===== config.mk =====
export PLATFORM = sky130hd
export DESIGN_NAME = tpw_top
export DESIGN_NICKNAME = d
export VERILOG_FILES = /design/src/inc/tpw_pkg.sv /design/src/verilog/tpw_top.sv /design/src/verilog/tpw_prescaler.sv /design/src/verilog/tpw_channel.sv
export SDC_FILE = /design/constraint.sdc
export NUM_CORES = 1
export LEC_CHECK = 0
export BUFFER_PORTS_ARGS = -buffer_cell sky130_fd_sc_hd__buf_2
export CAP_MARGIN = 0
export CORE_AREA = 5 5 136 138
export CTS_CLUSTER_SIZE = 10
export DETAILED_ROUTE_END_ITERATION = 6
export DIE_AREA = 0 0 141 143
export PLACE_DENSITY = 0.76
export SETUP_SLACK_MARGIN = 0.15
export SYNTH_ARGS = -nofsm -noshare
export SYNTH_HDL_FRONTEND = slang
export SYNTH_HIERARCHICAL = 1
export SYNTH_SLANG_ARGS = --single-unit

===== constraint.sdc =====
create_clock -name i_core_clk -period 2.9 [get_ports i_core_clk]
set_clock_uncertainty 0.2 [all_clocks]
set_input_delay 0.145 -clock i_core_clk [delete_from_list [all_inputs] [get_ports i_core_clk]]
set_output_delay 0.145 -clock i_core_clk [all_outputs]
set_load 0.1 [all_outputs]

===== src/inc/tpw_pkg.sv =====
package tpw_pkg;

	// ************************************************************
	// register map, byte addresses
	// ************************************************************
	localparam int unsigned TPW_ADDR_W = 8;
	localparam int unsigned TPW_DATA_W = 16;
	localparam logic [7:0] TPW_OFS_CTRL = 8'h00;
	localparam logic [7:0] TPW_OFS_COUNT = 8'h04;
	localparam logic [7:0] TPW_OFS_CMP_A = 8'h08;
	localparam logic [7:0] TPW_OFS_CMP_B = 8'h0C;
	localparam logic [7:0] TPW_OFS_CAP_TOP = 8'h10;
	localparam logic [7:0] TPW_OFS_FLAGS = 8'h14;
	localparam logic [7:0] TPW_OFS_PORT = 8'h18;

	// ************************************************************
	// reset values and counter landmarks
	// ************************************************************
	localparam logic [15:0] TPW_RST_WORD = 16'h0000;
	localparam logic [15:0] TPW_BOTTOM = 16'h0000;
	localparam logic [15:0] TPW_MAX = 16'hFFFF;
	localparam logic [15:0] TPW_TOP_8 = 16'h00FF;
	localparam logic [15:0] TPW_TOP_9 = 16'h01FF;
	localparam logic [15:0] TPW_TOP_10 = 16'h03FF;

	// ************************************************************
	// waveform modes, output actions, prescaler selects
	// ************************************************************
	localparam logic [3:0] TPW_MODE_PC_8 = 4'h1;
	localparam logic [3:0] TPW_MODE_PC_9 = 4'h2;
	localparam logic [3:0] TPW_MODE_PC_10 = 4'h3;
	localparam logic [3:0] TPW_MODE_FAST_8 = 4'h5;
	localparam logic [3:0] TPW_MODE_FAST_9 = 4'h6;
	localparam logic [3:0] TPW_MODE_FAST_10 = 4'h7;
	localparam logic [3:0] TPW_MODE_PC_CAP = 4'hA;
	localparam logic [3:0] TPW_MODE_PC_CMPA = 4'hB;
	localparam logic [3:0] TPW_MODE_FAST_CAP = 4'hE;
	localparam logic [3:0] TPW_MODE_FAST_CMPA = 4'hF;
	localparam logic [1:0] TPW_ACT_NONE = 2'h0;
	localparam logic [1:0] TPW_ACT_TOGGLE = 2'h1;
	localparam logic [1:0] TPW_ACT_CLEAR = 2'h2;
	localparam logic [1:0] TPW_ACT_SET = 2'h3;
	localparam int unsigned TPW_DIV_W = 11;

	typedef enum logic [1:0] {
		TPW_SLOPE_NONE = 2'b00,
		TPW_SLOPE_SINGLE = 2'b01,
		TPW_SLOPE_DUAL = 2'b11
	} tpw_slope_t;

	typedef enum logic {
		TPW_DIR_UP = 1'b0,
		TPW_DIR_DOWN = 1'b1
	} tpw_dir_t;

	// control word layout, bit 0 upward: mode, action a, action b, clock select
	typedef struct packed {
		logic [2:0] clk_sel;
		logic [1:0] act_b;
		logic [1:0] act_a;
		logic [3:0] mode;
	} tpw_ctrl_t;

	typedef struct packed {
		logic capture;
		logic cmp_b;
		logic cmp_a;
		logic overflow;
	} tpw_flags_t;

	typedef struct packed {
		logic dir_b;
		logic dir_a;
		logic data_b;
		logic data_a;
	} tpw_port_t;

	// ************************************************************
	// mode decoding
	// ************************************************************
	function automatic tpw_slope_t tpw_slope(input logic [3:0] mode);
		unique case (mode)
			TPW_MODE_FAST_8, TPW_MODE_FAST_9, TPW_MODE_FAST_10,
			TPW_MODE_FAST_CAP, TPW_MODE_FAST_CMPA: tpw_slope = TPW_SLOPE_SINGLE;
			TPW_MODE_PC_8, TPW_MODE_PC_9, TPW_MODE_PC_10,
			TPW_MODE_PC_CAP, TPW_MODE_PC_CMPA: tpw_slope = TPW_SLOPE_DUAL;
			default: tpw_slope = TPW_SLOPE_NONE;
		endcase
	endfunction

	// fixed top, or zero when the mode has none
	function automatic logic [15:0] tpw_fixed_top(input logic [3:0] mode);
		unique case (mode)
			TPW_MODE_FAST_8, TPW_MODE_PC_8: tpw_fixed_top = TPW_TOP_8;
			TPW_MODE_FAST_9, TPW_MODE_PC_9: tpw_fixed_top = TPW_TOP_9;
			TPW_MODE_FAST_10, TPW_MODE_PC_10: tpw_fixed_top = TPW_TOP_10;
			default: tpw_fixed_top = TPW_BOTTOM;
		endcase
	endfunction

	function automatic logic tpw_top_is_cap(input logic [3:0] mode);
		tpw_top_is_cap = (mode == TPW_MODE_FAST_CAP) || (mode == TPW_MODE_PC_CAP);
	endfunction

	function automatic logic tpw_top_is_cmpa(input logic [3:0] mode);
		tpw_top_is_cmpa = (mode == TPW_MODE_FAST_CMPA) || (mode == TPW_MODE_PC_CMPA);
	endfunction

	function automatic logic [TPW_DIV_W-1:0] tpw_divisor(input logic [2:0] sel);
		unique case (sel)
			3'h1: tpw_divisor = 11'h001;
			3'h2: tpw_divisor = 11'h008;
			3'h3: tpw_divisor = 11'h040;
			3'h4: tpw_divisor = 11'h100;
			3'h5: tpw_divisor = 11'h400;
			default: tpw_divisor = 11'h000;
		endcase
	endfunction

endpackage


===== src/verilog/tpw_top.sv =====
// Implementation choices: the plain strobed port and the register addresses.
`timescale 1ns/1ps
// What this block does
// - fast pwm counts up from zero to top, then restarts at zero
// - fast top: fixed 8/9/10 bit, capture or compare a; clear after top
// - fast action 2 clears on match, sets at bottom; action 3 opposite
// - fast overflow flag at top; top source flag in same tick
// - channel compare flag set when counter equals its compare value
// - fixed top widths mask upper bits of compare writes to zero
// - capture top unbuffered; passed top counts on to wrap
// - fast compare a buffered, loaded at top with clear and overflow
// - fast compare zero gives one tick spike; equal top gives constant level
// - fast mode 15 action 1 toggles output a each match
// - phase correct counts up to top, down to zero, top held one tick
// - phase correct non-inverting clears on up match, sets on down match
// - phase correct overflow at bottom; buffers load at top with top flag
// - phase correct non-inverting compare zero holds low, equal top holds high
// - phase correct mode 11 action 1 toggles output a each match
// - compare output shows on the pin only when direction is output
// - ticks are core clock divided by 1, 8, 64, 256 or 1024
// - action zero leaves compare output unchanged on matches
// - reset clears each compare output register
module tpw_top
	import tpw_pkg::*;
#(
	parameter int unsigned CNT_W = 16
)
(
	input wire logic i_core_clk,
	input wire logic i_srst,
	input wire logic [TPW_ADDR_W-1:0] i_addr,
	input wire logic [TPW_DATA_W-1:0] i_wdata,
	input wire logic i_wr,
	input wire logic i_rd,
	output logic [TPW_DATA_W-1:0] o_rdata,
	output logic o_pin_a,
	output logic o_pin_a_oe,
	output logic o_pin_b,
	output logic o_pin_b_oe
);

	if (CNT_W != TPW_DATA_W)
	begin : g_chk
		$error("counter width must match the 16 bit register word");
	end

	// ************************************************************
	// state
	// ************************************************************
	tpw_ctrl_t ctrl_q;
	tpw_flags_t flags_q;
	tpw_flags_t flags_d;
	tpw_flags_t flags_set;
	tpw_flags_t flags_clr;
	tpw_port_t port_q;
	tpw_dir_t dir_q;
	logic [CNT_W-1:0] count_q;
	logic [CNT_W-1:0] cmp_buf_a_q;
	logic [CNT_W-1:0] cmp_buf_b_q;
	logic [CNT_W-1:0] cmp_act_a_q;
	logic [CNT_W-1:0] cmp_act_b_q;
	logic [CNT_W-1:0] cap_top_q;
	logic [TPW_DATA_W-1:0] rdata_d;

	// ************************************************************
	// decode
	// ************************************************************
	tpw_slope_t slope;
	logic [CNT_W-1:0] fixed_top;
	logic [CNT_W-1:0] top;
	logic [CNT_W-1:0] wmask;
	logic at_top;
	logic tick;
	logic load_evt;
	logic ovf_evt;
	logic match_a;
	logic match_b;
	logic oc_a;
	logic oc_b;
	logic wr_ctrl;
	logic wr_count;
	logic wr_cmp_a;
	logic wr_cmp_b;
	logic wr_cap;
	logic wr_flags;
	logic wr_port;

	assign wr_ctrl = i_wr && (i_addr == TPW_OFS_CTRL);
	assign wr_count = i_wr && (i_addr == TPW_OFS_COUNT);
	assign wr_cmp_a = i_wr && (i_addr == TPW_OFS_CMP_A);
	assign wr_cmp_b = i_wr && (i_addr == TPW_OFS_CMP_B);
	assign wr_cap = i_wr && (i_addr == TPW_OFS_CAP_TOP);
	assign wr_flags = i_wr && (i_addr == TPW_OFS_FLAGS);
	assign wr_port = i_wr && (i_addr == TPW_OFS_PORT);

	assign slope = tpw_slope(ctrl_q.mode);
	assign fixed_top = tpw_fixed_top(ctrl_q.mode);

	// top source; capture top is live, compare a top is the loaded copy
	always_comb
	begin
		if (fixed_top != TPW_BOTTOM)
			top = fixed_top;
		else if (tpw_top_is_cap(ctrl_q.mode))
			top = cap_top_q;
		else if (tpw_top_is_cmpa(ctrl_q.mode))
			top = cmp_act_a_q;
		else
			top = TPW_MAX;
	end

	// compare writes lose bits above a fixed top
	assign wmask = (fixed_top != TPW_BOTTOM) ? fixed_top : TPW_MAX;

	assign at_top = (count_q == top);

	// buffer load point: top on the way up, in either pwm slope
	assign load_evt = tick && at_top && ((slope == TPW_SLOPE_SINGLE)
		|| (slope == TPW_SLOPE_DUAL && dir_q == TPW_DIR_UP));

	// overflow point per slope
	always_comb
	begin
		unique case (slope)
			TPW_SLOPE_SINGLE: ovf_evt = tick && at_top;
			TPW_SLOPE_DUAL: ovf_evt = tick && (dir_q == TPW_DIR_DOWN)
				&& (count_q == TPW_BOTTOM);
			default: ovf_evt = tick && (count_q == TPW_MAX);
		endcase
	end

	// ************************************************************
	// prescaler and channels
	// ************************************************************
	tpw_prescaler #(
		.DIV_W(TPW_DIV_W)
	) u_prescaler (
		.i_core_clk(i_core_clk),
		.i_srst(i_srst),
		.i_clk_sel(ctrl_q.clk_sel),
		.o_tick(tick)
	);

	tpw_channel u_chan_a (
		.i_core_clk(i_core_clk),
		.i_srst(i_srst),
		.i_tick(tick),
		.i_slope(slope),
		.i_dir(dir_q),
		.i_count(count_q),
		.i_top(top),
		.i_compare(cmp_act_a_q),
		.i_action(ctrl_q.act_a),
		.i_toggle_ok(tpw_top_is_cmpa(ctrl_q.mode)),
		.o_match(match_a),
		.o_oc(oc_a)
	);

	// channel b never toggles in pwm modes: its compare cannot define top
	tpw_channel u_chan_b (
		.i_core_clk(i_core_clk),
		.i_srst(i_srst),
		.i_tick(tick),
		.i_slope(slope),
		.i_dir(dir_q),
		.i_count(count_q),
		.i_top(top),
		.i_compare(cmp_act_b_q),
		.i_action(ctrl_q.act_b),
		.i_toggle_ok(1'b0),
		.o_match(match_b),
		.o_oc(oc_b)
	);

	// ************************************************************
	// counter and slope direction
	// ************************************************************
	always_ff @(posedge i_core_clk)
	begin
		if (i_srst)
		begin
			count_q <= TPW_RST_WORD;
			dir_q <= TPW_DIR_UP;
		end
		else if (wr_count)
			count_q <= i_wdata;
		else if (tick)
		begin
			unique case (slope)
				TPW_SLOPE_SINGLE:
				begin
					// a top below the count runs on through max and wraps
					count_q <= at_top ? TPW_BOTTOM : count_q + 16'h0001;
					dir_q <= TPW_DIR_UP;
				end
				TPW_SLOPE_DUAL:
				begin
					if (dir_q == TPW_DIR_UP)
					begin
						if (at_top)
						begin
							dir_q <= TPW_DIR_DOWN;
							count_q <= count_q - 16'h0001;
						end
						else
							count_q <= count_q + 16'h0001;
					end
					else if (count_q == TPW_BOTTOM)
					begin
						dir_q <= TPW_DIR_UP;
						count_q <= count_q + 16'h0001;
					end
					else
						count_q <= count_q - 16'h0001;
				end
				default:
				begin
					count_q <= count_q + 16'h0001;
					dir_q <= TPW_DIR_UP;
				end
			endcase
		end
	end

	// ************************************************************
	// software registers
	// ************************************************************
	// control: actions take effect at once, not buffered with compares
	always_ff @(posedge i_core_clk)
	begin
		if (i_srst)
			ctrl_q <= tpw_ctrl_t'(TPW_RST_WORD[10:0]);
		else if (wr_ctrl)
			ctrl_q <= tpw_ctrl_t'(i_wdata[10:0]);
	end

	// compare buffers take masked writes at any time
	always_ff @(posedge i_core_clk)
	begin
		if (i_srst)
		begin
			cmp_buf_a_q <= TPW_RST_WORD;
			cmp_buf_b_q <= TPW_RST_WORD;
		end
		else
		begin
			if (wr_cmp_a)
				cmp_buf_a_q <= i_wdata & wmask;
			if (wr_cmp_b)
				cmp_buf_b_q <= i_wdata & wmask;
		end
	end

	// active compares: buffered in pwm modes, straight through otherwise
	always_ff @(posedge i_core_clk)
	begin
		if (i_srst)
		begin
			cmp_act_a_q <= TPW_RST_WORD;
			cmp_act_b_q <= TPW_RST_WORD;
		end
		else if (slope == TPW_SLOPE_NONE || load_evt)
		begin
			cmp_act_a_q <= cmp_buf_a_q;
			cmp_act_b_q <= cmp_buf_b_q;
		end
	end

	// capture top has no buffer, so a write acts on the next compare
	always_ff @(posedge i_core_clk)
	begin
		if (i_srst)
			cap_top_q <= TPW_RST_WORD;
		else if (wr_cap)
			cap_top_q <= i_wdata;
	end

	always_ff @(posedge i_core_clk)
	begin
		if (i_srst)
			port_q <= tpw_port_t'(TPW_RST_WORD[3:0]);
		else if (wr_port)
			port_q <= tpw_port_t'(i_wdata[3:0]);
	end

	// ************************************************************
	// flags: write one to clear, a same cycle event still sets
	// ************************************************************
	always_comb
	begin
		flags_set.overflow = ovf_evt;
		flags_set.cmp_a = match_a;
		flags_set.cmp_b = match_b;
		flags_set.capture = load_evt && tpw_top_is_cap(ctrl_q.mode);
		flags_clr = wr_flags ? tpw_flags_t'(i_wdata[3:0]) : tpw_flags_t'(4'h0);
		flags_d = (flags_q & ~flags_clr) | flags_set;
	end

	always_ff @(posedge i_core_clk)
	begin
		if (i_srst)
			flags_q <= tpw_flags_t'(TPW_RST_WORD[3:0]);
		else
			flags_q <= flags_d;
	end

	// ************************************************************
	// read port: data only in the cycle after the strobe
	// ************************************************************
	always_comb
	begin
		rdata_d = '0;
		unique case (i_addr)
			TPW_OFS_CTRL: rdata_d = {5'h00, ctrl_q};
			TPW_OFS_COUNT: rdata_d = count_q;
			TPW_OFS_CMP_A: rdata_d = cmp_buf_a_q;
			TPW_OFS_CMP_B: rdata_d = cmp_buf_b_q;
			TPW_OFS_CAP_TOP: rdata_d = cap_top_q;
			TPW_OFS_FLAGS: rdata_d = {12'h000, flags_q};
			TPW_OFS_PORT: rdata_d = {12'h000, port_q};
			default: rdata_d = '0; // unmapped reads as zero
		endcase
	end

	always_ff @(posedge i_core_clk)
	begin
		if (i_srst || !i_rd)
			o_rdata <= '0;
		else
			o_rdata <= rdata_d;
	end

	// ************************************************************
	// pin drive: override port data, gated by direction
	// ************************************************************
	// one cycle behind the compare register so every output is a flop
	always_ff @(posedge i_core_clk)
	begin
		if (i_srst)
		begin
			o_pin_a <= 1'b0;
			o_pin_a_oe <= 1'b0;
			o_pin_b <= 1'b0;
			o_pin_b_oe <= 1'b0;
		end
		else
		begin
			o_pin_a <= port_q.dir_a
				&& ((ctrl_q.act_a != TPW_ACT_NONE) ? oc_a : port_q.data_a);
			o_pin_a_oe <= port_q.dir_a;
			o_pin_b <= port_q.dir_b
				&& ((ctrl_q.act_b != TPW_ACT_NONE) ? oc_b : port_q.data_b);
			o_pin_b_oe <= port_q.dir_b;
		end
	end

endmodule


===== src/verilog/tpw_prescaler.sv =====
`timescale 1ns/1ps
module tpw_prescaler
	import tpw_pkg::*;
#(
	parameter int unsigned DIV_W = TPW_DIV_W
)
(
	input wire logic i_core_clk,
	input wire logic i_srst,
	input wire logic [2:0] i_clk_sel,
	output logic o_tick
);

	logic [DIV_W-1:0] div_q;
	logic [DIV_W-1:0] limit;

	if (DIV_W < TPW_DIV_W)
	begin : g_chk
		$error("prescaler counter too narrow for divide by 1024");
	end

	// terminal count; select zero stops the timer
	assign limit = DIV_W'(tpw_divisor(i_clk_sel) - 11'h001);

	// ************************************************************
	// divider, one tick pulse per period
	// ************************************************************
	always_ff @(posedge i_core_clk)
	begin
		if (i_srst || i_clk_sel == 3'h0 || i_clk_sel > 3'h5)
		begin
			div_q <= '0;
			o_tick <= 1'b0;
		end
		else if (div_q >= limit)
		begin
			div_q <= '0;
			o_tick <= 1'b1;
		end
		else
		begin
			div_q <= div_q + DIV_W'(1);
			o_tick <= 1'b0;
		end
	end

endmodule


===== src/verilog/tpw_channel.sv =====
`timescale 1ns/1ps
module tpw_channel
	import tpw_pkg::*;
(
	input wire logic i_core_clk,
	input wire logic i_srst,
	input wire logic i_tick,
	input wire tpw_slope_t i_slope,
	input wire tpw_dir_t i_dir,
	input wire logic [15:0] i_count,
	input wire logic [15:0] i_top,
	input wire logic [15:0] i_compare,
	input wire logic [1:0] i_action,
	input wire logic i_toggle_ok,
	output logic o_match,
	output logic o_oc
);

	logic inv;

	// match only counts on a timer tick
	assign o_match = i_tick && (i_count == i_compare);
	assign inv = (i_action == TPW_ACT_SET);

	// ************************************************************
	// compare output register
	// ************************************************************
	always_ff @(posedge i_core_clk)
	begin
		if (i_srst)
			o_oc <= 1'b0;
		else if (i_tick && i_action != TPW_ACT_NONE)
		begin
			unique case (i_slope)
				TPW_SLOPE_SINGLE:
				begin
					// bottom wins over a match at top: compare equal top is constant
					if (i_action == TPW_ACT_TOGGLE)
					begin
						if (i_toggle_ok && o_match)
							o_oc <= ~o_oc;
					end
					else if (i_count == i_top)
						o_oc <= ~inv;
					else if (o_match)
						o_oc <= inv;
				end
				TPW_SLOPE_DUAL:
				begin
					if (i_action == TPW_ACT_TOGGLE)
					begin
						if (i_toggle_ok && o_match)
							o_oc <= ~o_oc;
					end
					else if (i_compare == TPW_BOTTOM)
						o_oc <= inv;
					else if (i_compare == i_top)
						o_oc <= ~inv;
					else if (o_match)
						o_oc <= (i_dir == TPW_DIR_UP) ? inv : ~inv;
				end
				default:
				begin
					// plain match actions outside the pwm modes
					if (o_match)
						o_oc <= (i_action == TPW_ACT_TOGGLE) ? ~o_oc : inv;
				end
			endcase
		end
	end

endmodule


Word-level counts from Yosys, hierarchy flattened
Memories as Yosys holds them, arrays and structs flattened. A register that Yosys moved wholly into a read port is not among the register bits.
Index checks and enable logic that the tools add are counted.
- bitwise logic cells: 10
- mux-type cells: 48
- $add $sub $neg: 4
- reductions and logical operators: 48
- eq/ne operators: 39
- magnitude comparators: 2
- operators with widths (cell ; count):
    16-bit two-way mux ; 10
    16-bit one-hot mux with 7 select lines ; 1
    16-bit == test ; 5
    11-bit one-hot mux with 5 select lines ; 1
    16-bit zero test ; 3
    16-bit one-hot mux with 2 select lines ; 1
    10-bit one-hot mux with 3 select lines ; 1
    1-bit two-way mux ; 28
    8-bit by 5-bit == test with 1-bit output (second input constant) ; 3
    1-bit logical AND ; 21
    16-bit by 1-bit adder with 16-bit output (second input constant) ; 1
    16-bit bitwise AND ; 1
    16-bit == test (second input constant) ; 1
    4-bit == test (second input constant) ; 4
    8-bit by 4-bit == test with 1-bit output (second input constant) ; 2
    16-bit nonzero test ; 1
    16-bit by 1-bit subtractor with 16-bit output (second input constant) ; 1
    4-bit by 3-bit == test with 1-bit output (second input constant) ; 3
    4-bit two-way mux ; 3
    11-bit by 1-bit adder with 11-bit output (second input constant) ; 1
    11-bit >= comparator ; 1
    11-bit by 1-bit subtractor with 11-bit output (second input constant) ; 1
    4-bit by 2-bit == test with 1-bit output (second input constant) ; 2
    8-bit by 3-bit == test with 1-bit output (second input constant) ; 1
    other kinds (28) ; 54
- ROM bits: 32
- memories kept: 1
- word-level logic and storage cells: 180
- input bits: 28
- bits in registers: 150
- memories (memory ; depth ; bits a word ; rd ports ; clocked after Yosys merged registers in ; wr ports ; line ; text):
    (no name shown) ; 16 ; 2 ; 1 ; 1 ; 0 ; tpw_pkg.sv:82 ; unique case (mode)

Logic depth before layout (Yosys ltp)
Gate-level depths: netlist (run 1).
- depth after elaboration: 11
- gate-level depth with buffers: 13
- gate-level depth less buffers: 10

By module
The synthesis (run 1) kept the hierarchy.
- by module, submodules not included (module ; instances ; area an instance (um2) ; cells an instance):
    tpw_top ; 1 ; 6894.1 ; 868
    tpw_channel ; 2 ; 864.6 ; 103
    tpw_prescaler ; 1 ; 810.8 ; 94

Least setup slack after synthesis (run 1)
OpenSTA, ideal clock, no wires.
- kind: register to register
- from: reg ctrl_q[3] (netlist name)
- to: reg count_q[15]
- cell stages (with the launch flop): 11
- required time: 2.626 ns
- setup slack: -0.266 ns
- arrival time: 2.892 ns
- library setup time: 0.074 ns
- path buffers: 2
- clock period less this slack: 3.166 ns
- cells stage by stage: dfxtp_1 -> clkbuf_1 -> o21ba_2 -> a21oi_1 -> xnor2_1 -> nand4_1 -> nor4b_4 -> or2_1 -> buf_4 -> or4b_1 -> a31oi_1
- word-level cells in the longest chain between the ends: 11
- elaborated cells on any way between the ends: 27
- RTL lines (element ; line ; text):
    start, declared ; tpw_top.sv:50 ; tpw_ctrl_t ctrl_q;
    start signal, assigned ; tpw_top.sv:232 ; ctrl_q <= tpw_ctrl_t'(TPW_RST_WORD[10:0]);
    start signal, assigned ; tpw_top.sv:234 ; ctrl_q <= tpw_ctrl_t'(i_wdata[10:0]);
    4-bit by 3-bit == test with 1-bit output, or another cell as far along ; tpw_pkg.sv:93 ; unique case (mode)
    2-bit OR reduction or 1-bit logical OR (tied branches) ; tpw_pkg.sv:93, tpw_pkg.sv:106 ;
    10-bit one-hot mux with 3 select lines or 16-bit two-way mux (tied branches) ; tpw_pkg.sv:93, tpw_top.sv:106 ;
    16-bit nonzero test or 16-bit two-way mux (tied branches) ; tpw_top.sv:102, tpw_top.sv:104 ;
    16-bit two-way mux (*) ; tpw_top.sv:102 ; if (fixed_top != TPW_BOTTOM)
    via top[12] ; tpw_top.sv:70 ; logic [CNT_W-1:0] top;
    16-bit == test (*) ; tpw_top.sv:115 ; assign at_top = (count_q == top);
    16-bit two-way mux ; tpw_top.sv:200 ; if (at_top)
    16-bit two-way mux ; tpw_top.sv:198 ; if (dir_q == TPW_DIR_UP)
    16-bit one-hot mux with 2 select lines (*) ; tpw_top.sv:189 ; unique case (slope)
    16-bit two-way mux (*) ; tpw_top.sv:187 ; else if (tick)
    16-bit two-way mux (*) ; tpw_top.sv:185 ; else if (wr_count)
    end signal, assigned ; tpw_top.sv:186 ; count_q <= i_wdata;
    end signal, assigned ; tpw_top.sv:193 ; count_q <= at_top ? TPW_BOTTOM : count_q + 16'h0001;
    end signal, assigned ; tpw_top.sv:203 ; count_q <= count_q - 16'h0001;
    end, declared ; tpw_top.sv:57 ; logic [CNT_W-1:0] count_q;
The timed path passes the listed nets; every way through them passes the cells marked *. The select of a mux whose other input is x is not followed.
A chain may end at the register's enable or synchronous reset.

Worst setup path after layout (run 1)
- from: reg ctrl_q[0] (netlist name)
- to: reg u_chan_b.o_oc
- word-level cells in the longest chain between the ends: 10
- elaborated cells on any way between the ends: 31
- RTL lines (element ; line ; text):
    4-bit by 3-bit == test with 1-bit output, or another cell as far along ; tpw_pkg.sv:93 ;
    2-bit OR reduction or 1-bit logical OR (tied branches) ; tpw_pkg.sv:93, tpw_pkg.sv:106 ;
    10-bit one-hot mux with 3 select lines or 16-bit two-way mux (tied branches) ; tpw_pkg.sv:93, tpw_top.sv:106 ;
    16-bit nonzero test or 16-bit two-way mux (tied branches) ; tpw_top.sv:102, tpw_top.sv:104 ;
    16-bit two-way mux (*) ; tpw_top.sv:102 ;
    via top[11] ; tpw_top.sv:70 ;
    16-bit == test ; tpw_channel.sv:57 ; else if (i_compare == i_top)
    1-bit two-way mux ; tpw_channel.sv:57 ;
    1-bit two-way mux ; tpw_channel.sv:55 ; else if (i_compare == TPW_BOTTOM)
    1-bit two-way mux ; tpw_channel.sv:50 ; if (i_action == TPW_ACT_TOGGLE)
    1-bit one-hot mux with 2 select lines ; tpw_channel.sv:34 ; unique case (i_slope)
    end signal, assigned ; tpw_channel.sv:53 ; o_oc <= ~o_oc;
    end signal, assigned ; tpw_channel.sv:56 ; o_oc <= inv;
    end signal, assigned ; tpw_channel.sv:58 ; o_oc <= ~inv;
    end, declared ; tpw_channel.sv:16 ; output logic o_oc
Marked as above.

==> results of run 1 <==
==> area by class of cell <==
class | instances | area [sq um] | share of cell area
multi-input cells | 926 | 6460 | 0.540
repair buffers | 194 | 1540 | 0.129
well taps | 225 | 282 | 0.0235
clock inverters | 14 | 139 | 0.0116
flip-flops and latches | 152 | 3050 | 0.255
inverters | 20 | 75.1 | 0.00627
clock buffers | 17 | 425 | 0.0355
==> worst min-delay path, cell delays in order <==
cell and delay, ps:
buf_2 120, nand2_1 80, nor2_1 150, nand3_1 120, a21oi_1 50
==> per-layer routing <==
metal / global-route usage / routed length (um) / vias to the layer above
met3: 0.0804 / 3570 / 142
met2: 0.529 / 15700 / 649
met1: 0.410 / 13200 / 4604
li1: - / - / 4492
met4: 0.140 / 1620 / 0
met5: 0 / 0 / -
==> kinds of logic (layout without fill, tap and decap cells) <==
| group | count (synthesis) | count (layout) | synth area share |
|---|---|---|---|
| buf+inv | 93 | 245 | 0.0432 |
| simple gates | 481 | 482 | 0.253 |
| other cells | 1 | 2 | 0.000397 |
| mux | 55 | 55 | 0.0595 |
| compound gates | 247 | 248 | 0.175 |
| fa+ha+maj | 17 | 17 | 0.0225 |
| flops | 152 | 152 | 0.323 |
| xor+xnor | 122 | 122 | 0.124 |
==> layout by cell type, fill, tap and decap left out, types with 27 or more instances in the layout <==
master	count
buf_4	111
a22oi_1	27
nor2_1	128
xor2_1	78
buf_2	46
dfxtp_1	148
nand3_1	36
nand2_1	159
xnor2_1	33
mux2i_1	41
a21oi_1	98
==> what timing repair did <==
item,CTS,global route
pin swaps,12,31
cloned,0,5
hold buffers,18,0
resized for setup,25,58
setup endpoints to repair,62,62
hold endpoints to repair,76,0
setup buffers,1,4
==> state kept, by name, summed over array words and instances, names as in the netlist, 16 cells and up <==
name and cells:
cap_top_q 16, cmp_act_a_q 16, cmp_act_b_q 16, cmp_buf_a_q 16, cmp_buf_b_q 16, count_q 16
o_rdata 16
==> power breakdown <==
group,leakage [nW],internal [W],total (W),switching [W]
Sequential,1.23,0.00210,0.00213,0.0000288
Combinational,2.94,0.000179,0.000454,0.000275
Clock,0.275,0.00120,0.00222,0.00102
==> worst max path at each step <==
stage | startpoint | to | slack (ps) | depth (start not counted)
global route | ctrl_q[0] | count_q[15] | -290 | 10
global placement | ctrl_q[0] | count_q[11] | -110 | 12
floorplan | ctrl_q[0] | count_q[15] | -20 | 11
finish | ctrl_q[0] | u_chan_b/o_oc | -170 | 11
CTS | ctrl_q[0] | count_q[15] | -40 | 11
detailed placement | ctrl_q[0] | count_q[2] | -160 | 11
==> per-stage QoR <==
step | hold WS (ps) | instance area [sq um] | std cells | power [W] | TNS, ps
floorplan | 12.9 | 9550 | 1169 | 0.00242 | -50.7
global placement | 220 | 10700 | 1489 | 0.00258 | -488
detailed placement | 227 | 10700 | 1489 | 0.00258 | -1360
CTS | 46.8 | 11600 | 1539 | 0.00478 | -290
global route | 77.5 | 12000 | 1548 | 0.00493 | -7440
finish | 78.0 | 12000 | 1548 | 0.00480 | -1410
==> reports/results.txt, run 1 <==
first-pass GRT wire length: 51100 um
DRT iter0 DRCs: 1348
pwr dens: 401 nW/um^2
DR vias: 9887
vias in the first global route: 9376
fill cell total of the finished layout: 1343
Core ar.: 17100 sq um
worst reg2reg endpoint: u_chan_b/o_oc
Least-Margin Pin Slew: 953 ps
TritonRoute pass-1 iters: 7
crit-path leading delay family: compound AO/OA/AOI/OAI gates
share of the synthesized area in the top cell type: 0.323
origin of the critical flop-to-flop path: ctrl_q[0]
startpoint type of the worst setup path: register
Synth top cells by count: nand2_1 (160), dfxtp_1 (152), nor2_1 (130)
Post-DRT Antenna Nets: 0
clk sinks: 152
time the worst path needs with I/O delays and setup: 3070 ps
RSZ-0062 raised after global routing: true
clk root buf: clkbuf_16
drt drc: 2
r2r setup slk: -170 ps
initial antenna violation count: 0
number of synthesized register bits: 152
I/O Buffers: 47
mapped cell area: 9430 sq um
via density per instance: 6.39
largest area contributor in the netlist: dfxtp_1
final setup fails: 18
worst vdd rail ir drop: 0.419 mV
Die Ht: 143 um
die width: 141 um
CTS max path bufs: 2
Post-Syn Instances: 1168
Final Max Slew Viols: 0
Arr. time, crit path: 3220 ps
routability congestion estimate: 1.01
leading register cell type out of synthesis: dfxtp_1
# IOs: 48
Worst path max stage delay: 420 ps
crit-path cells: clkbuf_16 > mux2i_1 > a21oi_2 > buf_4 > xor2_1 > nor4_1 > nand4_1 > nand2_1 > o2111ai_1 > o31a_1 > a311oi_2
die footprint: 20200 sq um
H-tree levels: 4
synthesized area per cell: 8.08 sq um
TritonCTS buffer count: 17
Worst Path Max Fanout: 9
crit path buf inv count: 2
DP Worst Slack: -159 ps
Antenna Cells: 0
Critical Path RT: 3050 ps
WHS Endpoint: port_q[3]
CP max stage cell: nor4_1
total track usage: 0.324
yosys warns: 6
status: finished, violations left
reg2reg path depth: 11
Hold Crit Start: i_addr[3]
GR Overflow Total: 0
violated checks: DRC, setup timing
Max-Cap Viols: 0
critical path class: reg -> reg
leading cell type by number of instances after synthesis: nand2_1
Fin. Hold Viols: 0
Yosys cell types: 83
final worst-path cycle share: 1.06
ranking of synthesized cells by area: dfxtp_1 (32%), xor2_1 (7.2%), nand2_1 (6.4%)
Seq/Total Area, Yosys: 0.323
CTS tree: yes
DR WL/cell: 22.0 um
P_leak: 4.44 nW
Clock Latency Late Sink: 450 ps
FP Rows: 48
number of flops mapped to enable cells by yosys: 0
hpwl dp: 24100 um
critical path endpoint category: register
largest net degree at the start of global routing: 82
Area growth syn-to-layout: 26.9%
Initial Utilization: 0.553
Total Wirelength: 34100 um
Worst-path clk slew: 70 ps
asr flop ratio synth: 0
Worst Hold Path Cells: 5
Final nets: 1356
Hold Crit Class: in -> reg
FMAX: 326 MHz
Finished Core Util: 0.702
layout cells sized above 1: 0.237
Setup WS post-layout: -168 ps
relative slew slack: 0.365
No activity file was read; power rests on OpenSTA's default activity.
==> inputs of run 2 (changes only) <==
--- a/config.mk
+++ b/config.mk
@@ -7,11 +7,12 @@
 export LEC_CHECK = 0
 export BUFFER_PORTS_ARGS = -buffer_cell sky130_fd_sc_hd__buf_2
 export CAP_MARGIN = 0
-export CORE_AREA = 5 5 136 138
+export CORE_AREA = 5 5 151 153
 export CTS_CLUSTER_SIZE = 10
 export DETAILED_ROUTE_END_ITERATION = 6
-export DIE_AREA = 0 0 141 143
-export PLACE_DENSITY = 0.76
+export DIE_AREA = 0 0 156 158
+export PLACE_DENSITY = 0.63
+export RECOVER_POWER = 100
 export SETUP_SLACK_MARGIN = 0.15
 export SYNTH_ARGS = -nofsm -noshare
 export SYNTH_HDL_FRONTEND = slang
==> run 2 against run 1 <==
  * The run ends with setup timing left
  * Global-route usage is 6.1 points lower
  * Total power is 2.6% lower
  * Flip-flop and latch count stayed put
  * Count of clock-buffer cells in the layout is 1 higher
  * Final area is 0.53% higher
  * Non-clock buffer count is 12 higher
  * Combinational power hardly changed
  * Hold slack better by 2.0 ps
  * Clock power is 6% lower
  * Sequential power hardly changed
  * Via count is 3.4% lower
  * Critical path type unchanged
==> reports/results.txt, run 2 (same netlist as run 1, synthesis figures left out) <==
# IOs: 48
Max-Cap Viols: 0
final setup fails: 46
critical path class: reg -> reg
Core ar.: 21400 sq um
Arr. time, crit path: 3230 ps
RSZ-0062 raised after global routing: true
GR Overflow Total: 0
startpoint type of the worst setup path: register
Clock Latency Late Sink: 430 ps
DR WL/cell: 20.8 um
status: finished, violations left
Initial Utilization: 0.440
DR vias: 9552
Worst Path Max Fanout: 6
hpwl dp: 24300 um
Finished Core Util: 0.562
Post-DRT Antenna Nets: 0
final worst-path cycle share: 1.07
clk sinks: 152
most common cell after layout, fill and taps aside: nand2_1
critical path endpoint category: register
CTS tree: yes
Antenna Cells: 0
time the worst path needs with I/O delays and setup: 3110 ps
Total Wirelength: 33500 um
initial antenna violation count: 0
final hold slack: 80.0 ps
Inst Count DP: 1550
via density per instance: 5.93
relative slew slack: 0.138
first-pass GRT wire length: 50500 um
setup_tns: -2660 ps
Fin. Hold Viols: 0
Worst-path clk slew: 60 ps
TritonCTS buffer count: 17
fill cell total of the finished layout: 1993
Final nets: 1367
Hold Crit Class: in -> reg
H-tree levels: 4
commonest non-fill, non-tap cells in the layout: nand2_1 (158), dfxtp_1 (148), nor2_1 (127)
CTS max path bufs: 2
I/O Buffers: 47
routability congestion estimate: 0.924
Final Max Slew Viols: 0
TritonRoute pass-1 iters: 6
Final Non-Filler Cells: 1612
worst vdd rail ir drop: 0.367 mV
Area growth syn-to-layout: 27.6%
violated checks: setup timing
clk root buf: clkbuf_16
Critical Path RT: 3020 ps
FP Rows: 54
largest net degree at the start of global routing: 61
drt drc: 0
FMAX: 322 MHz
total track usage: 0.263
pwr dens: 388 nW/um^2
vias in the first global route: 8912
layout cells sized above 1: 0.225
P_leak: 4.33 nW
Least-Margin Pin Slew: 1290 ps
Die Ht: 158 um
DRT iter0 DRCs: 1007
die width: 156 um
die footprint: 24600 sq um
Setup WS post-layout: -209 ps
total chip power: 0.00467 W
## run 2: cell count changes in the layout (fill, tap and decap cells not counted), sizes merged
cell	delta
inv	-5
clkbuf	+27
clkinvlp	+1
clkinv	+1
and2	-1
buf	-14
## run 2: critical path, stage by stage, from the launching register on
cell and delay, ps:
dfxtp_1 520, buf_4 250, xnor2_2 150, nand4_1 110, or4b_4 540, nor4_2 630
o221a_4 300, a21oi_1 70, a311oi_2 220
## run 2: power breakdown
group | leakage, nW | switching [W] | total (W) | internal, W
registers | 1.23 | 0.0000325 | 0.00213 | 0.00210
clock network | 0.260 | 0.000903 | 0.00209 | 0.00119
logic | 2.85 | 0.000264 | 0.000451 | 0.000187
## run 2: area by class of cell
type,instances,area (sq um),share of cell area
inverter,20,80.1,0.00665
timing repair buffer,206,1560,0.130
clock buffer,18,439,0.0365
clock inverter,11,103,0.00852
sequential,152,3050,0.254
multi-input combinational,925,6450,0.536
tap,280,350,0.0291
## run 2: worst paths after layout
path / startpoint / to / slack (ps) / cells past startpoint
worst max-delay path: count_q[6] / u_chan_a/o_oc / -210 / 8
worst min-delay path: i_addr[3] / port_q[1] / 80 / 5
worst max register to register: count_q[6] / u_chan_a/o_oc / -210 / 8
worst min register to register: cmp_buf_a_q[7] / cmp_buf_a_q[7] / 280 / 2
## run 2: timing repair
| action | 4_1_cts | 5_1_grt |
|---|---|---|
| buffers inserted | 6 | 7 |
| gates resized for setup | 35 | 51 |
| pin swaps | 17 | 39 |
| hold buffers | 18 | 0 |
| gates cloned | 1 | 1 |
| endpoints found under the setup margin | 62 | 64 |
| endpoints found under the hold margin | 76 | 0 |
## run 2: per-stage QoR
stage / setup WS, ps / cell area [sq um]
6_report: -209 / 12000
5_1_grt: -278 / 12000
2_1_floorplan: -21.8 / 9550
4_1_cts: -120 / 11800
3_5_place_dp: -247 / 10800
3_3_place_gp: -167 / 10800
## run 2: metal layers
| metal | routed length, um | GRT usage | up-vias |
|---|---|---|---|
| li1 | - | - | 4489 |
| met3 | 2180 | 0.0506 | 87 |
| met5 | 0 | 0 | - |
| met4 | 1350 | 0.111 | 0 |
| met2 | 15600 | 0.428 | 403 |
| met1 | 14400 | 0.344 | 4573 |
==> inputs of run 3 (changes only) <==
--- a/config.mk
+++ b/config.mk
@@ -7,14 +7,13 @@
 export LEC_CHECK = 0
 export BUFFER_PORTS_ARGS = -buffer_cell sky130_fd_sc_hd__buf_2
 export CAP_MARGIN = 0
-export CORE_AREA = 5 5 151 153
+export CORE_AREA = 5 5 128 179
 export CTS_CLUSTER_SIZE = 10
 export DETAILED_ROUTE_END_ITERATION = 6
-export DIE_AREA = 0 0 156 158
+export DIE_AREA = 0 0 133 184
 export PLACE_DENSITY = 0.63
 export RECOVER_POWER = 100
 export SETUP_SLACK_MARGIN = 0.15
 export SYNTH_ARGS = -nofsm -noshare
 export SYNTH_HDL_FRONTEND = slang
-export SYNTH_HIERARCHICAL = 1
 export SYNTH_SLANG_ARGS = --single-unit
==> run 3 against run 2 <==
  * Largest power group is now the clock network
  * Setup slack improved by 200 ps
  * Synthesized cell count rose by 2.7%
  * First-iteration DRC count fell by 4.3%
  * Clock power rose by 13%
  * Non-clock buffer count rose by 29
  * Count of clock-buffer cells in the layout did not move
  * The flow still finishes with violations (setup timing)
  * Final area rose by 0.47%
==> reports/results.txt, run 3 <==
Setup WS post-layout: -3.97 ps
violated checks: setup timing
H-tree levels: 4
die footprint: 24500 sq um
CP dominant cell by count: buf_12
fill cell total of the finished layout: 1872
Worst path max stage delay: 390 ps
ranking of synthesized cells by area: dfxtp_1 (33%), a21oi_1 (6.3%), nand2_1 (6.2%)
commonest non-fill, non-tap cells in the layout: nand2_1 (151), dfxtp_1 (146), buf_4 (144)
vias in the first global route: 9667
relative slew slack: 0.217
crit-path cells: buf_12 > buf_8 > nand2_4 > and4_1 > nor4_2 > buf_4 > o2111a_2 > nand3_1 > o21ai_1 > and2_4 > buf_12 > mux2i_2 > nor2_1
clk root buf: clkbuf_16
synthesized area per cell: 7.79 sq um
final setup fails: 4
Worst-path clk slew: 70 ps
via density per instance: 6.14
initial antenna violation count: 0
Fin. Hold Viols: 0
die width: 133 um
first-pass GRT wire length: 55000 um
Critical Path RT: 3010 ps
CTS max path bufs: 2
Clock Latency Late Sink: 440 ps
largest net degree at the start of global routing: 57
Synth top cells by count: nand2_1 (154), dfxtp_1 (152), a21oi_1 (117)
clk sinks: 152
DR vias: 10.0k
most common cell after layout, fill and taps aside: nand2_1
yosys warns: 0
final worst-path cycle share: 1.00
number of flops mapped to enable cells by yosys: 0
status: finished, violations left
DP Worst Slack: -197 ps
leading cell type by number of instances after synthesis: nand2_1
Seq/Total Area, Yosys: 0.325
Max-Cap Viols: 0
Yosys cell types: 78
pwr dens: 401 nW/um^2
mapped cell area: 9350 sq um
asr flop ratio synth: 0
number of synthesized register bits: 152
Post-Syn Instances: 1200
# IOs: 48
FMAX: 344 MHz
share of the synthesized area in the top cell type: 0.325
Mapped Nets: 1244
critical path endpoint category: register
worst vdd rail ir drop: 0.416 mV
largest area contributor in the netlist: dfxtp_1
P_leak: 4.78 nW
CTS tree: yes
Die Ht: 184 um
Worst Path Max Fanout: 12
CP max stage cell: dfxtp_4
startpoint type of the worst setup path: register
crit path buf inv count: 4
leading register cell type out of synthesis: dfxtp_1
Hold Crit Class: in -> reg
FP Rows: 63
Total Wirelength: 36200 um
Final Max Slew Viols: 0
Antenna Cells: 0
TritonRoute pass-1 iters: 5
layout cells sized above 1: 0.235
total chip power: 0.00485 W
I/O Buffers: 47
DR WL/cell: 22.2 um
Core ar.: 21000 sq um
Post-DRT Antenna Nets: 0
total track usage: 0.289
Area growth syn-to-layout: 29.3%
GR Overflow Total: 0
drt drc: 0
TritonCTS buffer count: 17
DRT iter0 DRCs: 964
hpwl dp: 26200 um
RSZ-0062 raised after global routing: true
routability congestion estimate: 1.02
Final nets: 1403
Least-Margin Pin Slew: 1180 ps
final hold slack: 14.7 ps
Initial Utilization: 0.444
Arr. time, crit path: 3010 ps
crit-path leading delay family: simple AND/OR/NAND/NOR gates
time the worst path needs with I/O delays and setup: 2900 ps
critical path class: reg -> reg
-- run 3: routing by layer --
layer | GRT usage | share of wire | vias to the layer above
li1 | - | - | 4601
met1 | 0.335 | 0.38 | 4764
met2 | 0.504 | 0.50 | 518
met3 | 0.0444 | 0.066 | 132
met4 | 0.168 | 0.059 | 0
met5 | 0 | 0 | -
-- run 3: cells by family after synthesis --
logic type                 after synthesis  synth area share
AOI/OAI and AO/OA                      280             0.187
muxes                                   59            0.0787
xor gates and xnor gates                79            0.0740
DFF                                    152             0.325
buffers and inverters                  124            0.0555
adders and majority gates               16            0.0214
and+or+nand+nor                        490             0.258
-- run 3: cell type report --
cell class,count,area [sq um],share of cell area
Timing Repair Buffer,235,1850,0.153
Sequential cell,152,3060,0.253
Clock buffer,18,429,0.0355
Inverter,29,113,0.00931
Tap cell,260,325,0.0269
Multi-Input combinational cell,924,6130,0.507
Clock inverter,14,185,0.0153
-- run 3: stage by stage --
stage / std cells / area (sq um) / util / setup TNS [ps]
final: 1632 / 12100 / 0.575 / -8.78
after global routing: 1632 / 12100 / 0.575 / -1980
after CTS: 1624 / 11900 / 0.564 / 0
after detailed placement: 1559 / 10600 / 0.506 / -5300
after global placement: 1559 / 10600 / 0.506 / -2200
after floorplan: 1200 / 9360 / - / 0
-- run 3: path summary, 6_finish.rpt --
kind,startpoint,endpoint,slack [ps],cells past startpoint
max,ctrl_q[0],cmp_act_a_q[14],-4,13
min,i_rd,o_rdata[3],10,4
max reg2reg,ctrl_q[0],cmp_act_a_q[14],-4,13
min reg2reg,flags_q[2],flags_q[2],270,2
-- run 3: power breakdown --
part	internal [W]	switching, W
Sequential	0.00209	0.0000149
Clock	0.00138	0.000997
Combinational	0.000144	0.000227
Total	0.00361	0.00124
-- run 3: what timing repair did --
| item | 4_1_cts | 5_1_grt |
|---|---|---|
| hold endpoints to repair | 92 | 0 |
| pin swaps | 16 | 22 |
| gates resized for setup | 66 | 53 |
| endpoints found under the setup margin | 64 | 64 |
| hold buffers | 20 | 0 |
| cloned | 2 | 2 |
| buffers inserted | 11 | 6 |
-- run 3: worst reg2reg max path, delay by kind of cell (launching register included) --
kind	cells	cell delay (ps)
mux	1	220
compound gates	2	420
simple gates	6	920
flops	1	390
buf+inv	4	610
